===== src/design/wake_wd_pkg.sv =====
// Package: constants for the wake/watchdog/reset sequencer.
// Assumes a single 100 MHz system clock; no registers reachable by software.
package wake_wd_pkg;
   // ***************************************************************
   // Clock and timebase
   // ***************************************************************
   localparam int CLK_MHZ = 100;
   localparam int TICK_NS = 1000;
   localparam int TICK_DIV = TICK_NS * CLK_MHZ / 1000;
   localparam int DIV_W = 8;

   // ***************************************************************
   // Interval lengths in timebase ticks, ratio 8:1:4
   // ***************************************************************
   localparam int ALERT_PERIOD_US = 40000;
   localparam int RST_DELAY_US = 5000;
   localparam int RST_TO_ALERT_US = 20000;
   localparam int UNIT_US = 5000;
   localparam int PERIOD_UNITS = ALERT_PERIOD_US / UNIT_US;
   localparam int RDLY_UNITS = RST_DELAY_US / UNIT_US;
   localparam int R2A_UNITS = RST_TO_ALERT_US / UNIT_US;
   localparam int CNT_W = 20;

   // ***************************************************************
   // Response time bound
   // ***************************************************************
   localparam int RESP_MAX_NS = 10000;
   localparam int RESP_MAX_CYC = RESP_MAX_NS * CLK_MHZ / 1000;

   typedef enum logic [1:0] {
      ST_HOLD,
      ST_FIRST,
      ST_HIGH,
      ST_LOW
   } seq_state_t;
endpackage


===== src/design/tick_gen.sv =====
// Timebase divider: one-cycle tick every DIV clocks.
// Assumes the system clock and active-low asynchronous reset.
`timescale 1ns/100ps
module tick_gen #(
   parameter int DIV = wake_wd_pkg::TICK_DIV
) (
   input wire logic sys_clk_in,
   input wire logic rstn_in,
   output logic tick_out
);
   logic [wake_wd_pkg::DIV_W-1:0] cnt_r;
   logic [wake_wd_pkg::DIV_W-1:0] cnt_nxt;
   wire last_w = (cnt_r == wake_wd_pkg::DIV_W'(DIV - 1));

   assign cnt_nxt = last_w ? '0 : cnt_r + 8'h01;

   always_ff @(posedge sys_clk_in or negedge rstn_in) begin
      if (!rstn_in) begin
         cnt_r <= '0;
         tick_out <= 1'b0;
      end else begin
         cnt_r <= cnt_nxt;
         tick_out <= last_w;
      end
   end
endmodule


===== src/design/wake_watchdog_reset_sequencer.sv =====
// Wake alert, watchdog monitor and reset sequencer for a host processor.
// Assumes watchdog_in and the undervoltage comparator are synchronous to sys_clk_in.
//
// Contract
// - Alert is a continuous roughly 50% square wave while reset is inactive.
// - Alert period is nominally 40 ms, within 30 to 50 ms.
// - First watchdog falling edge drops alert within 10 us until next cycle.
// - Further watchdog pulses in the same cycle are ignored.
// - Missing watchdog falling edge in a period asserts reset low.
// - Reset held low at power up until output is in regulation.
// - Reset low while output is under the low threshold, with hysteresis.
// - Reset released after nominal 5 ms delay once cause clears.
// - First alert rise comes nominally 20 ms after reset rises.
// - Reset falling drops alert within 10 us.
// - All intervals come from one common timebase.
// - Alert low for any reset; alert cycle restarts after reset.
// - Missed-watchdog reset pulse issued at end of that alert cycle.
// - Period, reset delay and reset-to-alert delay scale 8 to 1 to 4.
`timescale 1ns/100ps
module wake_watchdog_reset_sequencer #(
   parameter int TICK_DIV = wake_wd_pkg::TICK_DIV,
   parameter int UNIT_TICKS = wake_wd_pkg::UNIT_US
) (
   input wire logic sys_clk_in,
   input wire logic rstn_in,
   input wire logic watchdog_in,
   input wire logic undervolt_in,
   output logic host_alert_out,
   output logic host_rstn_out
);
   // ***************************************************************
   // Timebase
   // ***************************************************************
   logic tick_w;
   tick_gen #(.DIV(TICK_DIV)) u_tick (
      .sys_clk_in(sys_clk_in),
      .rstn_in(rstn_in),
      .tick_out(tick_w)
   );

   localparam logic [wake_wd_pkg::CNT_W-1:0] PERIOD_T =
      wake_wd_pkg::CNT_W'(wake_wd_pkg::PERIOD_UNITS * UNIT_TICKS);
   localparam logic [wake_wd_pkg::CNT_W-1:0] HALF_T = PERIOD_T >> 1;
   localparam logic [wake_wd_pkg::CNT_W-1:0] RDLY_T =
      wake_wd_pkg::CNT_W'(wake_wd_pkg::RDLY_UNITS * UNIT_TICKS);
   localparam logic [wake_wd_pkg::CNT_W-1:0] R2A_T =
      wake_wd_pkg::CNT_W'(wake_wd_pkg::R2A_UNITS * UNIT_TICKS);

   // ***************************************************************
   // Input capture
   // ***************************************************************
   // Inputs are already synchronous; one stage gives the edge detector a history
   logic wd_d_r;
   logic uv_r;
   wire wd_fall_w = wd_d_r & ~watchdog_in;

   always_ff @(posedge sys_clk_in or negedge rstn_in) begin
      if (!rstn_in) begin
         wd_d_r <= 1'b1;
         uv_r <= 1'b1;
      end else begin
         wd_d_r <= watchdog_in;
         uv_r <= undervolt_in;
      end
   end

   // ***************************************************************
   // Reset sequencer
   // ***************************************************************
   // Comparator hysteresis lives in the analog block; here we only see its level
   logic [wake_wd_pkg::CNT_W-1:0] rcnt_r;
   logic [wake_wd_pkg::CNT_W-1:0] rcnt_nxt;
   logic rst_r;
   logic rst_nxt;
   logic miss_w;
   wire cause_w = uv_r | miss_w;
   wire rdone_w = tick_w & (rcnt_r == RDLY_T - 20'h00001);

   always_comb begin
      rcnt_nxt = rcnt_r;
      rst_nxt = rst_r;
      if (cause_w) begin
         rst_nxt = 1'b1;
         rcnt_nxt = '0;
      end else if (rst_r) begin
         if (rdone_w) begin
            rst_nxt = 1'b0;
            rcnt_nxt = '0;
         end else if (tick_w) begin
            rcnt_nxt = rcnt_r + 20'h00001;
         end
      end
   end

   // ***************************************************************
   // Alert sequencer
   // ***************************************************************
   wake_wd_pkg::seq_state_t st_r;
   wake_wd_pkg::seq_state_t st_nxt;
   logic [wake_wd_pkg::CNT_W-1:0] acnt_r;
   logic [wake_wd_pkg::CNT_W-1:0] acnt_nxt;
   logic seen_r;
   logic seen_nxt;
   logic alert_nxt;
   wire a_last_w = tick_w & (acnt_r == PERIOD_T - 20'h00001);
   wire a_half_w = tick_w & (acnt_r == HALF_T - 20'h00001);
   wire f_last_w = tick_w & (acnt_r == R2A_T - 20'h00001);

   // Missed edge judged only at the end of the cycle
   assign miss_w = (st_r == wake_wd_pkg::ST_LOW) & a_last_w & ~seen_r
      & ~wd_fall_w;

   always_comb begin
      st_nxt = st_r;
      acnt_nxt = tick_w ? acnt_r + 20'h00001 : acnt_r;
      seen_nxt = seen_r | wd_fall_w;
      alert_nxt = host_alert_out;
      case (st_r)
         wake_wd_pkg::ST_HOLD: begin
            alert_nxt = 1'b0;
            acnt_nxt = '0;
            seen_nxt = 1'b0;
            if (!rst_r) begin
               st_nxt = wake_wd_pkg::ST_FIRST;
            end
         end
         wake_wd_pkg::ST_FIRST: begin
            alert_nxt = 1'b0;
            seen_nxt = 1'b0;
            if (f_last_w) begin
               st_nxt = wake_wd_pkg::ST_HIGH;
               alert_nxt = 1'b1;
               acnt_nxt = '0;
            end
         end
         wake_wd_pkg::ST_HIGH: begin
            if (wd_fall_w && !seen_r) begin
               alert_nxt = 1'b0;
            end
            if (a_half_w) begin
               st_nxt = wake_wd_pkg::ST_LOW;
               alert_nxt = 1'b0;
            end
         end
         wake_wd_pkg::ST_LOW: begin
            alert_nxt = 1'b0;
            if (a_last_w) begin
               st_nxt = wake_wd_pkg::ST_HIGH;
               alert_nxt = 1'b1;
               acnt_nxt = '0;
               seen_nxt = 1'b0;
            end
         end
         default: begin
            st_nxt = wake_wd_pkg::ST_HOLD;
         end
      endcase
      if (cause_w || rst_r) begin
         st_nxt = wake_wd_pkg::ST_HOLD;
         alert_nxt = 1'b0;
      end
   end

   always_ff @(posedge sys_clk_in or negedge rstn_in) begin
      if (!rstn_in) begin
         rst_r <= 1'b1;
         rcnt_r <= '0;
         host_rstn_out <= 1'b0;
      end else begin
         rst_r <= rst_nxt;
         rcnt_r <= rcnt_nxt;
         host_rstn_out <= ~rst_nxt;
      end
   end

   always_ff @(posedge sys_clk_in or negedge rstn_in) begin
      if (!rstn_in) begin
         st_r <= wake_wd_pkg::ST_HOLD;
         acnt_r <= '0;
         seen_r <= 1'b0;
         host_alert_out <= 1'b0;
      end else begin
         st_r <= st_nxt;
         acnt_r <= acnt_nxt;
         seen_r <= seen_nxt;
         host_alert_out <= alert_nxt;
      end
   end

   // ***************************************************************
   // Checks
   // ***************************************************************
   localparam int RESP_CYC = wake_wd_pkg::RESP_MAX_CYC;

   // Tick counts kept apart from the sequencer counters, so a wrong compare
   // value there shows up as a wrong interval here
   // They wrap on long runs; each is only read at fixed intervals after the event that clears it
   logic [wake_wd_pkg::CNT_W-1:0] since_rise_r;
   logic [wake_wd_pkg::CNT_W-1:0] since_rel_r;
   logic [wake_wd_pkg::CNT_W-1:0] quiet_r;
   logic alert_d_r;
   logic rstn_d_r;
   wire alert_rise_w = host_alert_out & ~alert_d_r;
   wire rstn_rise_w = host_rstn_out & ~rstn_d_r;
   wire [wake_wd_pkg::CNT_W-1:0] tick_inc_w = wake_wd_pkg::CNT_W'(tick_w);

   always_ff @(posedge sys_clk_in or negedge rstn_in) begin
      if (!rstn_in) begin
         alert_d_r <= 1'b0;
         rstn_d_r <= 1'b0;
         since_rise_r <= '0;
         since_rel_r <= '0;
         quiet_r <= '0;
      end else begin
         alert_d_r <= host_alert_out;
         rstn_d_r <= host_rstn_out;
         since_rise_r <= alert_rise_w ? '0 : since_rise_r + tick_inc_w;
         since_rel_r <= rstn_rise_w ? '0 : since_rel_r + tick_inc_w;
         quiet_r <= cause_w ? '0 : quiet_r + tick_inc_w;
      end
   end

   property p_alert_low_in_reset;
      @(posedge sys_clk_in) disable iff (!rstn_in)
      !host_rstn_out |-> !host_alert_out;
   endproperty
   a_alert_low_in_reset: assert property (p_alert_low_in_reset)
      else $error("alert high during reset");

   property p_wd_drops_alert;
      @(posedge sys_clk_in) disable iff (!rstn_in)
      (host_alert_out && wd_fall_w && !seen_r && host_rstn_out && !cause_w)
      |=> !host_alert_out;
   endproperty
   a_wd_drops_alert: assert property (p_wd_drops_alert)
      else $error("alert not dropped by watchdog edge");

   property p_rst_drops_alert;
      @(posedge sys_clk_in) disable iff (!rstn_in)
      $fell(host_rstn_out) |-> ##[0:1] !host_alert_out;
   endproperty
   a_rst_drops_alert: assert property (p_rst_drops_alert)
      else $error("alert not dropped by reset");

   property p_uv_resets;
      @(posedge sys_clk_in) disable iff (!rstn_in)
      uv_r |=> !host_rstn_out;
   endproperty
   a_uv_resets: assert property (p_uv_resets)
      else $error("reset not asserted on undervoltage");

   property p_miss_resets;
      @(posedge sys_clk_in) disable iff (!rstn_in)
      miss_w |=> !host_rstn_out ##1 !host_rstn_out;
   endproperty
   a_miss_resets: assert property (p_miss_resets)
      else $error("missed watchdog gave no reset");

   property p_release_after_delay;
      @(posedge sys_clk_in) disable iff (!rstn_in)
      $rose(host_rstn_out) |-> quiet_r == RDLY_T && !$past(uv_r);
   endproperty
   a_release_after_delay: assert property (p_release_after_delay)
      else $error("reset released without delay");

   property p_ignore_second;
      @(posedge sys_clk_in) disable iff (!rstn_in)
      (seen_r && st_r == wake_wd_pkg::ST_HIGH && !a_half_w && !cause_w)
      |=> $stable(host_alert_out);
   endproperty
   a_ignore_second: assert property (p_ignore_second)
      else $error("alert changed by a later watchdog pulse");

   property p_first_rise;
      @(posedge sys_clk_in) disable iff (!rstn_in)
      $rose(host_alert_out) && $past(st_r) != wake_wd_pkg::ST_LOW
      |-> $past(st_r) == wake_wd_pkg::ST_FIRST && since_rel_r == R2A_T;
   endproperty
   a_first_rise: assert property (p_first_rise)
      else $error("first alert rise at wrong delay after reset");

   property p_period;
      @(posedge sys_clk_in) disable iff (!rstn_in)
      $rose(host_alert_out) && $past(st_r) == wake_wd_pkg::ST_LOW
      |-> since_rise_r == PERIOD_T;
   endproperty
   a_period: assert property (p_period)
      else $error("alert period has wrong length");

   property p_half_high;
      @(posedge sys_clk_in) disable iff (!rstn_in)
      $past(st_r) == wake_wd_pkg::ST_HIGH && st_r == wake_wd_pkg::ST_LOW
      |-> since_rise_r == HALF_T;
   endproperty
   a_half_high: assert property (p_half_high)
      else $error("alert high half has wrong length");

   property p_wd_resp;
      @(posedge sys_clk_in) disable iff (!rstn_in)
      (host_alert_out && wd_fall_w && !seen_r && !rst_r && !cause_w)
      |-> ##[1:RESP_CYC] !host_alert_out;
   endproperty
   a_wd_resp: assert property (p_wd_resp)
      else $error("alert not dropped within the response bound");
endmodule


===== config.mk =====
export PLATFORM = sky130hd
export DESIGN_NAME = wake_watchdog_reset_sequencer
export DESIGN_NICKNAME = d
export VERILOG_FILES = /design/src/design/wake_wd_pkg.sv /design/src/design/tick_gen.sv /design/src/design/wake_watchdog_reset_sequencer.sv
export SDC_FILE = /design/constraint.sdc
export NUM_CORES = 1
export LEC_CHECK = 0
export BUFFER_PORTS_ARGS = -buffer_cell sky130_fd_sc_hd__buf_2
export CORE_MARGIN = 2
export CORE_UTILIZATION = 50
export DETAILED_ROUTE_END_ITERATION = 7
export GPL_ROUTABILITY_DRIVEN = 0
export HOLD_SLACK_MARGIN = 0.05
export PLACE_DENSITY_LB_ADDON = 0.3
export SYNTH_ARGS = -nofsm -noshare
export SYNTH_HDL_FRONTEND = slang
export SYNTH_SLANG_ARGS = --single-unit
export TNS_END_PERCENT = 50

===== constraint.sdc =====
create_clock -name sys_clk_in -period 5.15 [get_ports sys_clk_in]
set_input_delay 0.2575 -clock sys_clk_in [delete_from_list [all_inputs] [get_ports sys_clk_in]]
set_output_delay 0.2575 -clock sys_clk_in [all_outputs]
set_load 0.05 [all_outputs]

# ---- Word-level counts from Yosys, hierarchy flattened
# Cells that the tools add are included.
dict set report word_totals {
  ff_bits 57
  in_bits 4
  out_inout_bits 2
  word_cells 74
}
dict set report classes {
  addsub 3
  eq_ne 12
  mux 26
  n_bitwise 13
  reduce_logical 9
}
# operator n
set op_table {}
lappend op_table {{20-bit two-way mux} 7}
lappend op_table {{20-bit one-hot mux with 3 select lines} 1}
lappend op_table {{20-bit by 1-bit adder with 20-bit output (second input constant)} 2}
lappend op_table {{20-bit by 13-bit == test with 1-bit output (second input constant)} 1}
lappend op_table {{20-bit by 15-bit == test with 1-bit output (second input constant)} 1}
lappend op_table {{20-bit by 16-bit == test with 1-bit output (second input constant)} 1}
lappend op_table {{2-bit two-way mux} 5}
lappend op_table {{1-bit two-way mux} 9}
lappend op_table {{3-bit != test (second input constant)} 3}
lappend op_table {{8-bit by 1-bit adder with 8-bit output (second input constant)} 1}
lappend op_table {{8-bit by 7-bit == test with 1-bit output (second input constant)} 1}
lappend op_table {{8-bit two-way mux} 1}
lappend op_table {{2-bit one-hot mux with 4 select lines} 1}
lappend op_table {{1-bit bitwise AND} 7}
lappend op_table {{2-bit == test (second input constant)} 2}
lappend op_table {{4-bit != test (second input constant)} 1}
lappend op_table {{1-bit NOT} 4}
lappend op_table {{1-bit one-hot mux with 4 select lines} 1}
lappend op_table {{4-bit AND reduction} 1}
lappend op_table {{3-bit by 2-bit != test with 1-bit output (second input constant)} 1}
lappend op_table {{3-bit nonzero test} 1}
lappend op_table {{2-bit by 1-bit == test with 1-bit output (second input constant)} 1}
lappend op_table {{2-bit zero test} 1}
lappend op_table {{1-bit OR} 2}
lappend op_table {{other kinds (7)} 7}

# ---- Depth between registers and ports, before layout
# Gate-level depths: netlist (run 1).
dict set report depth {
  ltp_word 9
  mapped_depth 8
  ltp_nobuf 6
}

# ---- Hierarchy
# Synthesis (run 1) repeated with hierarchy kept, for this count alone.
dict set report hier_totals {
  cells_unflattened 302
  hier_area_um2 3004.1
}
# module n_inst cells_each area_each_um2 seq_area_each_um2
set modules_own_cells {}
lappend modules_own_cells {wake_watchdog_reset_sequencer 1 270 2603.7 1204.9}
lappend modules_own_cells {tick_gen 1 32 400.4 225.2}

# ---- Worst setup path before layout (run 1)
# Ideal clock, no wire load.
dict set report synth_path {
  path_type {register to register}
  start {register acnt_r[0] (netlist name)}
  end {register rcnt_r[11] (netlist name)}
  setup_time_ns 0.077
  arrival_time_ns 1.922
  t_required_ns 5.073
  slack_ns 3.151
  path_stages_with_launch 8
  path_buffers 1
  synth_period_minus_slack_ns 1.999
  path_cell_list {dfrtp_1 > ha_1 > and4_1 > and4_1 > a211oi_2 > clkbuf_2 > or4_1 > a21oi_1}
}
dict set report synth_between {
  elab_chain_len 8
  word_cells_on_any_way 10
  cone_classes {1 x eq/ne; 1 x mux; 5 x bitwise; 3 x reduce/logical}
}
# element line
set synth_rtl {}
lappend synth_rtl {{start: declaration} wake_watchdog_reset_sequencer.sv:100} ;# logic [wake_wd_pkg::CNT_W-1:0] acnt_r;
lappend synth_rtl {{start signal: assignment} wake_watchdog_reset_sequencer.sv:184} ;# acnt_r <= acnt_nxt;
lappend synth_rtl {{20-bit by 16-bit == test with 1-bit output (*)} wake_watchdog_reset_sequencer.sv:105} ;# wire a_last_w = tick_w & (acnt_r == PERIOD_T - 20'h00001);
lappend synth_rtl {{1-bit bitwise AND (*)} wake_watchdog_reset_sequencer.sv:105}
lappend synth_rtl {{1-bit bitwise AND (*) (2 in a row)} wake_watchdog_reset_sequencer.sv:110} ;# assign miss_w = (st_r == wake_wd_pkg::ST_LOW) & a_last_w & ~seen_r
lappend synth_rtl {{1-bit bitwise AND (*)} wake_watchdog_reset_sequencer.sv:111} ;# & ~wd_fall_w;
lappend synth_rtl {{1-bit OR (*)} wake_watchdog_reset_sequencer.sv:76} ;# wire cause_w = uv_r | miss_w;
lappend synth_rtl {{3-bit nonzero test (no line) / 2-bit nonzero test (equally long branches)} -}
lappend synth_rtl {{2-bit AND reduction (no line)} -}
lappend synth_rtl {{end signal: assignment} wake_watchdog_reset_sequencer.sv:171} ;# rcnt_r <= rcnt_nxt;
lappend synth_rtl {{end: declaration} wake_watchdog_reset_sequencer.sv:71} ;# logic [wake_wd_pkg::CNT_W-1:0] rcnt_r;
# Mark *: on every way between the ends. The rest lies on a longest branch, timed or not.
# A chain may end at the register's enable or synchronous reset.

# ---- Worst setup path after layout (run 1)
dict set report layout_path {
  start {register acnt_r[17] (netlist name)}
  end {register rcnt_r[11] (netlist name)}
}
# Same word-level chain as after synthesis.

==> results.cfg, run 1 <==
[global_route]
first_global_vias = 2256
grt.overflow.total = 0
antenna_found_initial = 0
grt_start_max_net_pins = 58
grt_first_pass_wirelength_mm = 10.4
track_usage = 0.207

[route]
drt_first_pass_iters = 4
detailroute.via_count = 2270
wirelength_mm = 5.84
dr.first_iter.drc_count = 147
final_antenna_net_count = 0
detail_route.wl_per_cell_um = 15.0
drc = 0
number_of_vias_per_cell = 5.85

[timing]
worst_slew_margin_rel = 0.415
post-route-period-util = 0.433
report.final.hold_viol_count = 0
final-max-slew-violation-count = 0
min_period_ns = 2.23
setup-tns-final_ns = 0
achievable-frequency_mhz = 448
timing_worst_slew_pin_value_ns = 0.866
skew_ns = 0.00619
setup_viol = 0
grt_setup_unrepaired = no

[floorplan]
initial_core_util = 0.521
floorplan.core_area_um2 = 5570
top_level_ports = 6
chipHeight_um = 80.2
row_count = 27
die_w_um = 80.2
design.die.area_um2 = 6440

[synthesis]
ys_ff_latch = 57
synth-main-ff-cell = dfrtp_1
count_of_yosys_warnings_during_synthesis = 0
synth_area_per_cell_um2 = 9.69
synthTopCellsByArea = dfrtp_1 (46%), nor2_1 (4.4%), xnor2_1 (3.9%), xor2_1 (3.9%), a21oi_1 (3.8%)
synthCells = 300
synthDistinctLibCells = 44
synth_largest_area_cell = dfrtp_1
synthDominantCellAreaShare = 0.465
syn-num-nets = 307
synth_edf_count = 0
synth-async-reset-ratio = 1.00
syn-cell-area_um2 = 2910
synth_sequential_area_ratio = 0.492

[placed_design]
place.port_buffers = 5
dpl.cell_count = 370
place_hpwl_mm = 3.82

[critical_path]
cp-end-kind = register
cp_max_fo = 32
rr_startpoint = acnt_r[17]
timing.rr.end = rcnt_r[11]
crit_type = register to register
cp.arrival_ns = 2.49
regToRegSetupSlack_ns = 2.92
setup.worst_path.start_class = register
critPathMaxStageDelay_ns = 0.51
cp_cell_sequence = nor4_1 -> and4_1 -> a211oi_2 -> buf_4 -> or4_1 -> a21oi_1
worst_path_max_delay_cell = or4_1
r2r_cells = 6
critical_path_required_ns = 5.40

[run]
max_cap_violations = 0

[clocking]
cts_repair_resize_count = 0
number_of_sinks_on_the_clock_net = 57
cts_made_buffers = 9
clockRootBuffer = clkbuf_8
cts_tree = done
cts-htree-levels = 3
clk_pin_slew_worst_paths_ns = 0.07
cts_max_path_buffers = 2
insertion_delay_ns = 0.33

[power]
p_comb_frac = 0.023
power.net_switching_mw = 0.200
cellInternalPower_mw = 0.651
powerDensity_nw_per_um2 = 266
share_seq_of_total_power = 0.529
clock_power_share = 0.448
power.switching_fraction = 0.235
power.ir.vdd_worst_v = 0.000195
power.leakage_nw = 1.26

[min_path]
worst_hold_path_type = primary input to asynchronous set/reset pin

[outcome]
run_status = complete, no violations

[finish]
final_common_cell = dfrtp_1
area.growth.synth_to_final_pct = 10.1
fill_cells = 486
finalNonFillerCells = 388
drive_gt1_frac = 0.0949
area_of_combinational_cells_with_multiple_inputs_um2 = 1410
design.final.nets = 318
insertedDiodeCount = 0
top_library_cells_by_usage_in_the_layout_fill_and_taps_aside = dfrtp_1 (54), nor2_1 (34), nand2_1 (22), a21oi_1 (22), nand3_1 (14)
regArea_um2 = 1430
[state kept, by name, indices dropped and copies added (netlist names)]
| register | count |
|---|---|
| acnt_r | 20 |
| host_alert_out | 1 |
| host_rstn_out | 1 |
| rcnt_r | 20 |
| rst_r | 1 |
| seen_r | 1 |
| st_r | 2 |
| u_tick.cnt_r | 8 |
| u_tick.tick_out | 1 |
| uv_r | 1 |
| wd_d_r | 1 |
[cell families (layout without fill, tap and decap cells)]
family,count (synthesis),after routing,share of synthesized area
simple gates,146,146,0.282
flops,57,57,0.492
compound gates,52,52,0.109
xor+xnor,26,26,0.0783
buf+inv,15,31,0.0224
fa+ha+maj,3,3,0.0129
mux,1,1,0.00344
[synthesized netlist by cell type, drive strengths merged (9+ instances only)]
| library cell | count |
|---|---|
| xor2 | 13 |
| or3 | 9 |
| a21oi | 22 |
| nor3 | 9 |
| nand3 | 14 |
| nor2 | 34 |
| dfrtp | 54 |
| nand4 | 13 |
| or4 | 9 |
| xnor2 | 13 |
| nand2 | 22 |
| o21ai | 10 |
[layout make-up]
class	count	share of cell area
flip-flops and latches	57	0.447
clock inverters	5	0.00939
multi-input cells	228	0.441
inverters	5	0.00587
well taps	72	0.0282
repair buffers	10	0.0211
clock buffers	11	0.0473
[worst max path at each step]
| stage | startpoint | endpoint | cells after the start |
|---|---|---|---|
| after detailed placement | acnt_r[17] | rcnt_r[11] | 6 |
| after floorplan | acnt_r[0] | rcnt_r[11] | 7 |
| final | acnt_r[17] | rcnt_r[11] | 6 |
| after global routing | acnt_r[17] | rcnt_r[11] | 5 |
| after global placement | u_tick.tick_out | rcnt_r[8] | 5 |
| after CTS | acnt_r[17] | rcnt_r[11] | 6 |
[power by group through the flow]
| stage | clock (mW) | sequential [mW] | combinational [mW] |
|---|---|---|---|
| CTS | 0.387 | 0.450 | 0.0204 |
| finish | 0.381 | 0.450 | 0.0196 |
| floorplan | 0 | 0.458 | 0.00683 |
| global placement | 0 | 0.458 | 0.0189 |
| detailed placement | 0 | 0.458 | 0.0191 |
| global route | 0.415 | 0.450 | 0.0225 |
[through the flow]
step / cell area, um2 / total power [mW] / hold slack (ns) / worst slack, ns / utilization
floorplan: 2910 / 0.465 / -0.0381 / 3.15 / -
global placement: 3000 / 0.477 / 0.363 / 3.02 / 0.538
detailed placement: 3000 / 0.477 / 0.364 / 2.92 / 0.538
CTS: 3200 / 0.857 / 0.0841 / 2.90 / 0.574
global route: 3200 / 0.887 / 0.104 / 2.72 / 0.574
finish: 3200 / 0.851 / 0.0518 / 2.92 / 0.574
[critical path: cells and delay by family (launching register included)]
kind                   cells  cell delay [ns]
AND/OR/NAND/NOR            3             1.25
flip-flops                 1             0.42
AO/OA/AOI/OAI              2             0.25
buffers and inverters      1             0.23
[what timing repair did]
item / 4_1_cts / 5_1_grt
buffers inserted: 0 / 0
hold endpoints to repair: 2 / 0
hold buffers: 2 / 0
[layer usage]
metal	track usage	vias to the layer above	wire length (um)
li1	-	1120	-
met1	0.283	1107	2880
met2	0.322	35	2660
met3	0.0517	8	203
met4	0.0729	0	85
met5	0	-	0
Power figures use the tool's default switching activity.
==> inputs of run 2 (changes only) <==
==> constraint.sdc (replaced) <==
create_clock -name sys_clk_in -period 2.2 [get_ports sys_clk_in]
set_input_delay 0.11 -clock sys_clk_in [delete_from_list [all_inputs] [get_ports sys_clk_in]]
set_output_delay 0.11 -clock sys_clk_in [all_outputs]
set_load 0.05 [all_outputs]
==> run 2 against run 1 <==
  * Via count rose by 3.9%
  * Global-route usage rose by 0.51 points
  * Maximum frequency rose by 8.9%
  * Register-to-register slack got worse by 2.8 ns
  * Sequential share of layout area fell by 2.4 points
  * First-iteration DRC count rose by 52%
  * Critical path depth rose by 1
  * Die area did not move
  * Clock-buffer cell count fell by 1
  * Power rose by 150%
  * Non-clock buffer count rose by 17
  * Design area rose by 5.7%
  * Largest power group unchanged
==> results.cfg, run 2 (synthesis gave the netlist of run 1 again) <==
[floorplan]
die_w_um = 80.2
initial_core_util = 0.521
floorplan.core_area_um2 = 5570
top_level_ports = 6
chipHeight_um = 80.2
row_count = 27
design.die.area_um2 = 6440

[global_route]
grt_start_max_net_pins = 33
antenna_found_initial = 0
grt_first_pass_wirelength_mm = 10.4
grt.overflow.total = 0
first_global_vias = 2205
track_usage = 0.212

[timing]
skew_ns = 0.0123
setup-tns-final_ns = 0
worst_slew_margin_rel = 0.670
report.final.hold_viol_count = 0
setup_viol = 0
timing_worst_slew_pin_value_ns = 0.495
post-route-period-util = 0.932
final-max-slew-violation-count = 0
grt_setup_unrepaired = no
achievable-frequency_mhz = 488
min_period_ns = 2.05

[min_path]
worst_hold_path_type = primary input to asynchronous set/reset pin

[critical_path]
rr_startpoint = acnt_r[0]
cp.arrival_ns = 2.32
cp-startpoint = acnt_r[0]
setup.worst_path.start_class = register
cp-end-kind = register
crit_type = register to register
critical_path_required_ns = 2.47
cp_max_fo = 32

[clocking]
cts_max_path_buffers = 2
cts_tree = done
number_of_sinks_on_the_clock_net = 57
insertion_delay_ns = 0.34
cts_made_buffers = 9
cts-htree-levels = 3
clockRootBuffer = clkbuf_8
clk_pin_slew_worst_paths_ns = 0.07

[power]
power.ir.vdd_worst_v = 0.000319
cellInternalPower_mw = 1.61
share_seq_of_total_power = 0.505
clock_power_share = 0.468
power.switching_fraction = 0.227
powerDensity_nw_per_um2 = 617
power.leakage_nw = 1.37
power.net_switching_mw = 0.473
p_comb_frac = 0.027

[route]
drt_first_pass_iters = 4
drc = 0
wirelength_mm = 6.13
number_of_vias_per_cell = 5.82
detail_route.wl_per_cell_um = 15.1
final_antenna_net_count = 0
detailroute.via_count = 2358
dr.first_iter.drc_count = 224

[finish]
regArea_um2 = 1430
final_common_cell = dfrtp_1
design.final.nets = 335
drive_gt1_frac = 0.150
finalNonFillerCells = 405
area.growth.synth_to_final_pct = 16.4
top_library_cells_by_usage_in_the_layout_fill_and_taps_aside = dfrtp_1 (54), nor2_1 (34), nand2_1 (22), a21oi_1 (21), buf_4 (17)
largest_regs = acnt_r: 20 flops, rcnt_r: 20 flops, u_tick.cnt_r: 8 flops
fill_cells = 465
insertedDiodeCount = 0
area_of_combinational_cells_with_multiple_inputs_um2 = 1430

[placed_design]
dpl.cell_count = 385
place.port_buffers = 5
place_hpwl_mm = 4.19

[outcome]
run_status = complete, no violations

[run]
max_cap_violations = 0
[run 2: cell count changes in the layout (fill, tap and decap cells not counted), sizes merged]
cell,delta
clkinvlp,-1
buf,+16
dlygate4sd3,+1
bufinv,+1
clkbuf,-1
clkinv,+1
[run 2: final timing paths]
check | cells past startpoint | slack [ns] | to
setup reg to reg | 7 | 0.15 | rcnt_r[11]
min in group sys_clk_in | 2 | 0.41 | uv_r
max in group asynchronous | 3 | 1.26 | uv_r
setup / recovery | 7 | 0.15 | rcnt_r[11]
hold / removal | 2 | 0.26 | acnt_r[5]
hold reg to reg | 1 | 0.48 | u_tick.cnt_r[0]
[run 2: timing repair]
item / in CTS / in global routing
buffers inserted: 0 / 1
hold buffers: 3 / 0
endpoints found under the setup margin: 0 / 5
gates resized for setup: 0 / 4
endpoints found under the hold margin: 22 / 0
[run 2: power by group through the flow]
stage / sequential (mW) / combinational [mW] / clock [mW]
3_3_place_gp: 1.07 / 0.0536 / 0
4_1_cts: 1.05 / 0.0581 / 0.993
6_report: 1.05 / 0.0568 / 0.977
5_1_grt: 1.05 / 0.0649 / 1.05
2_1_floorplan: 1.07 / 0.0160 / 0
3_5_place_dp: 1.07 / 0.0538 / 0
[run 2: cell type report]
cell class                      instances  area share
Multi-Input combinational cell        228       0.421
Inverter                                5     0.00555
Tap cell                               72      0.0266
Clock inverter                          6      0.0170
Timing Repair Buffer                   27      0.0659
Sequential cell                        57       0.423
Clock buffer                           10      0.0407
[run 2: metal layers]
metal  part of all wire  up-vias  track usage
li1                   -     1157            -
met5                  0        -            0
met2               0.45       49        0.312
met4              0.023        0        0.108
met1               0.49     1140        0.300
met3              0.037       12       0.0382
[run 2: through the flow]
stage	util	hold WS [ns]	power, mW	setup slack, ns	area [um2]
3_3_place_gp	0.563	0.0919	1.13	0.182	3140
6_report	0.607	0.262	2.09	0.150	3380
5_1_grt	0.607	0.305	2.17	0.00958	3380
4_1_cts	0.603	0.274	2.10	0.105	3360
2_1_floorplan	-	-0.186	1.09	0.201	2910
3_5_place_dp	0.563	0.0992	1.13	0.112	3140
[run 2: worst max-delay path, cell delays in order, from the launching register on]
cell and delay (ns):
dfrtp_1 0.37, ha_1 0.19, and4_2 0.28, and4_4 0.23
a211oi_2 0.08, buf_12 0.17, or4_1 0.52, a21oi_2 0.15
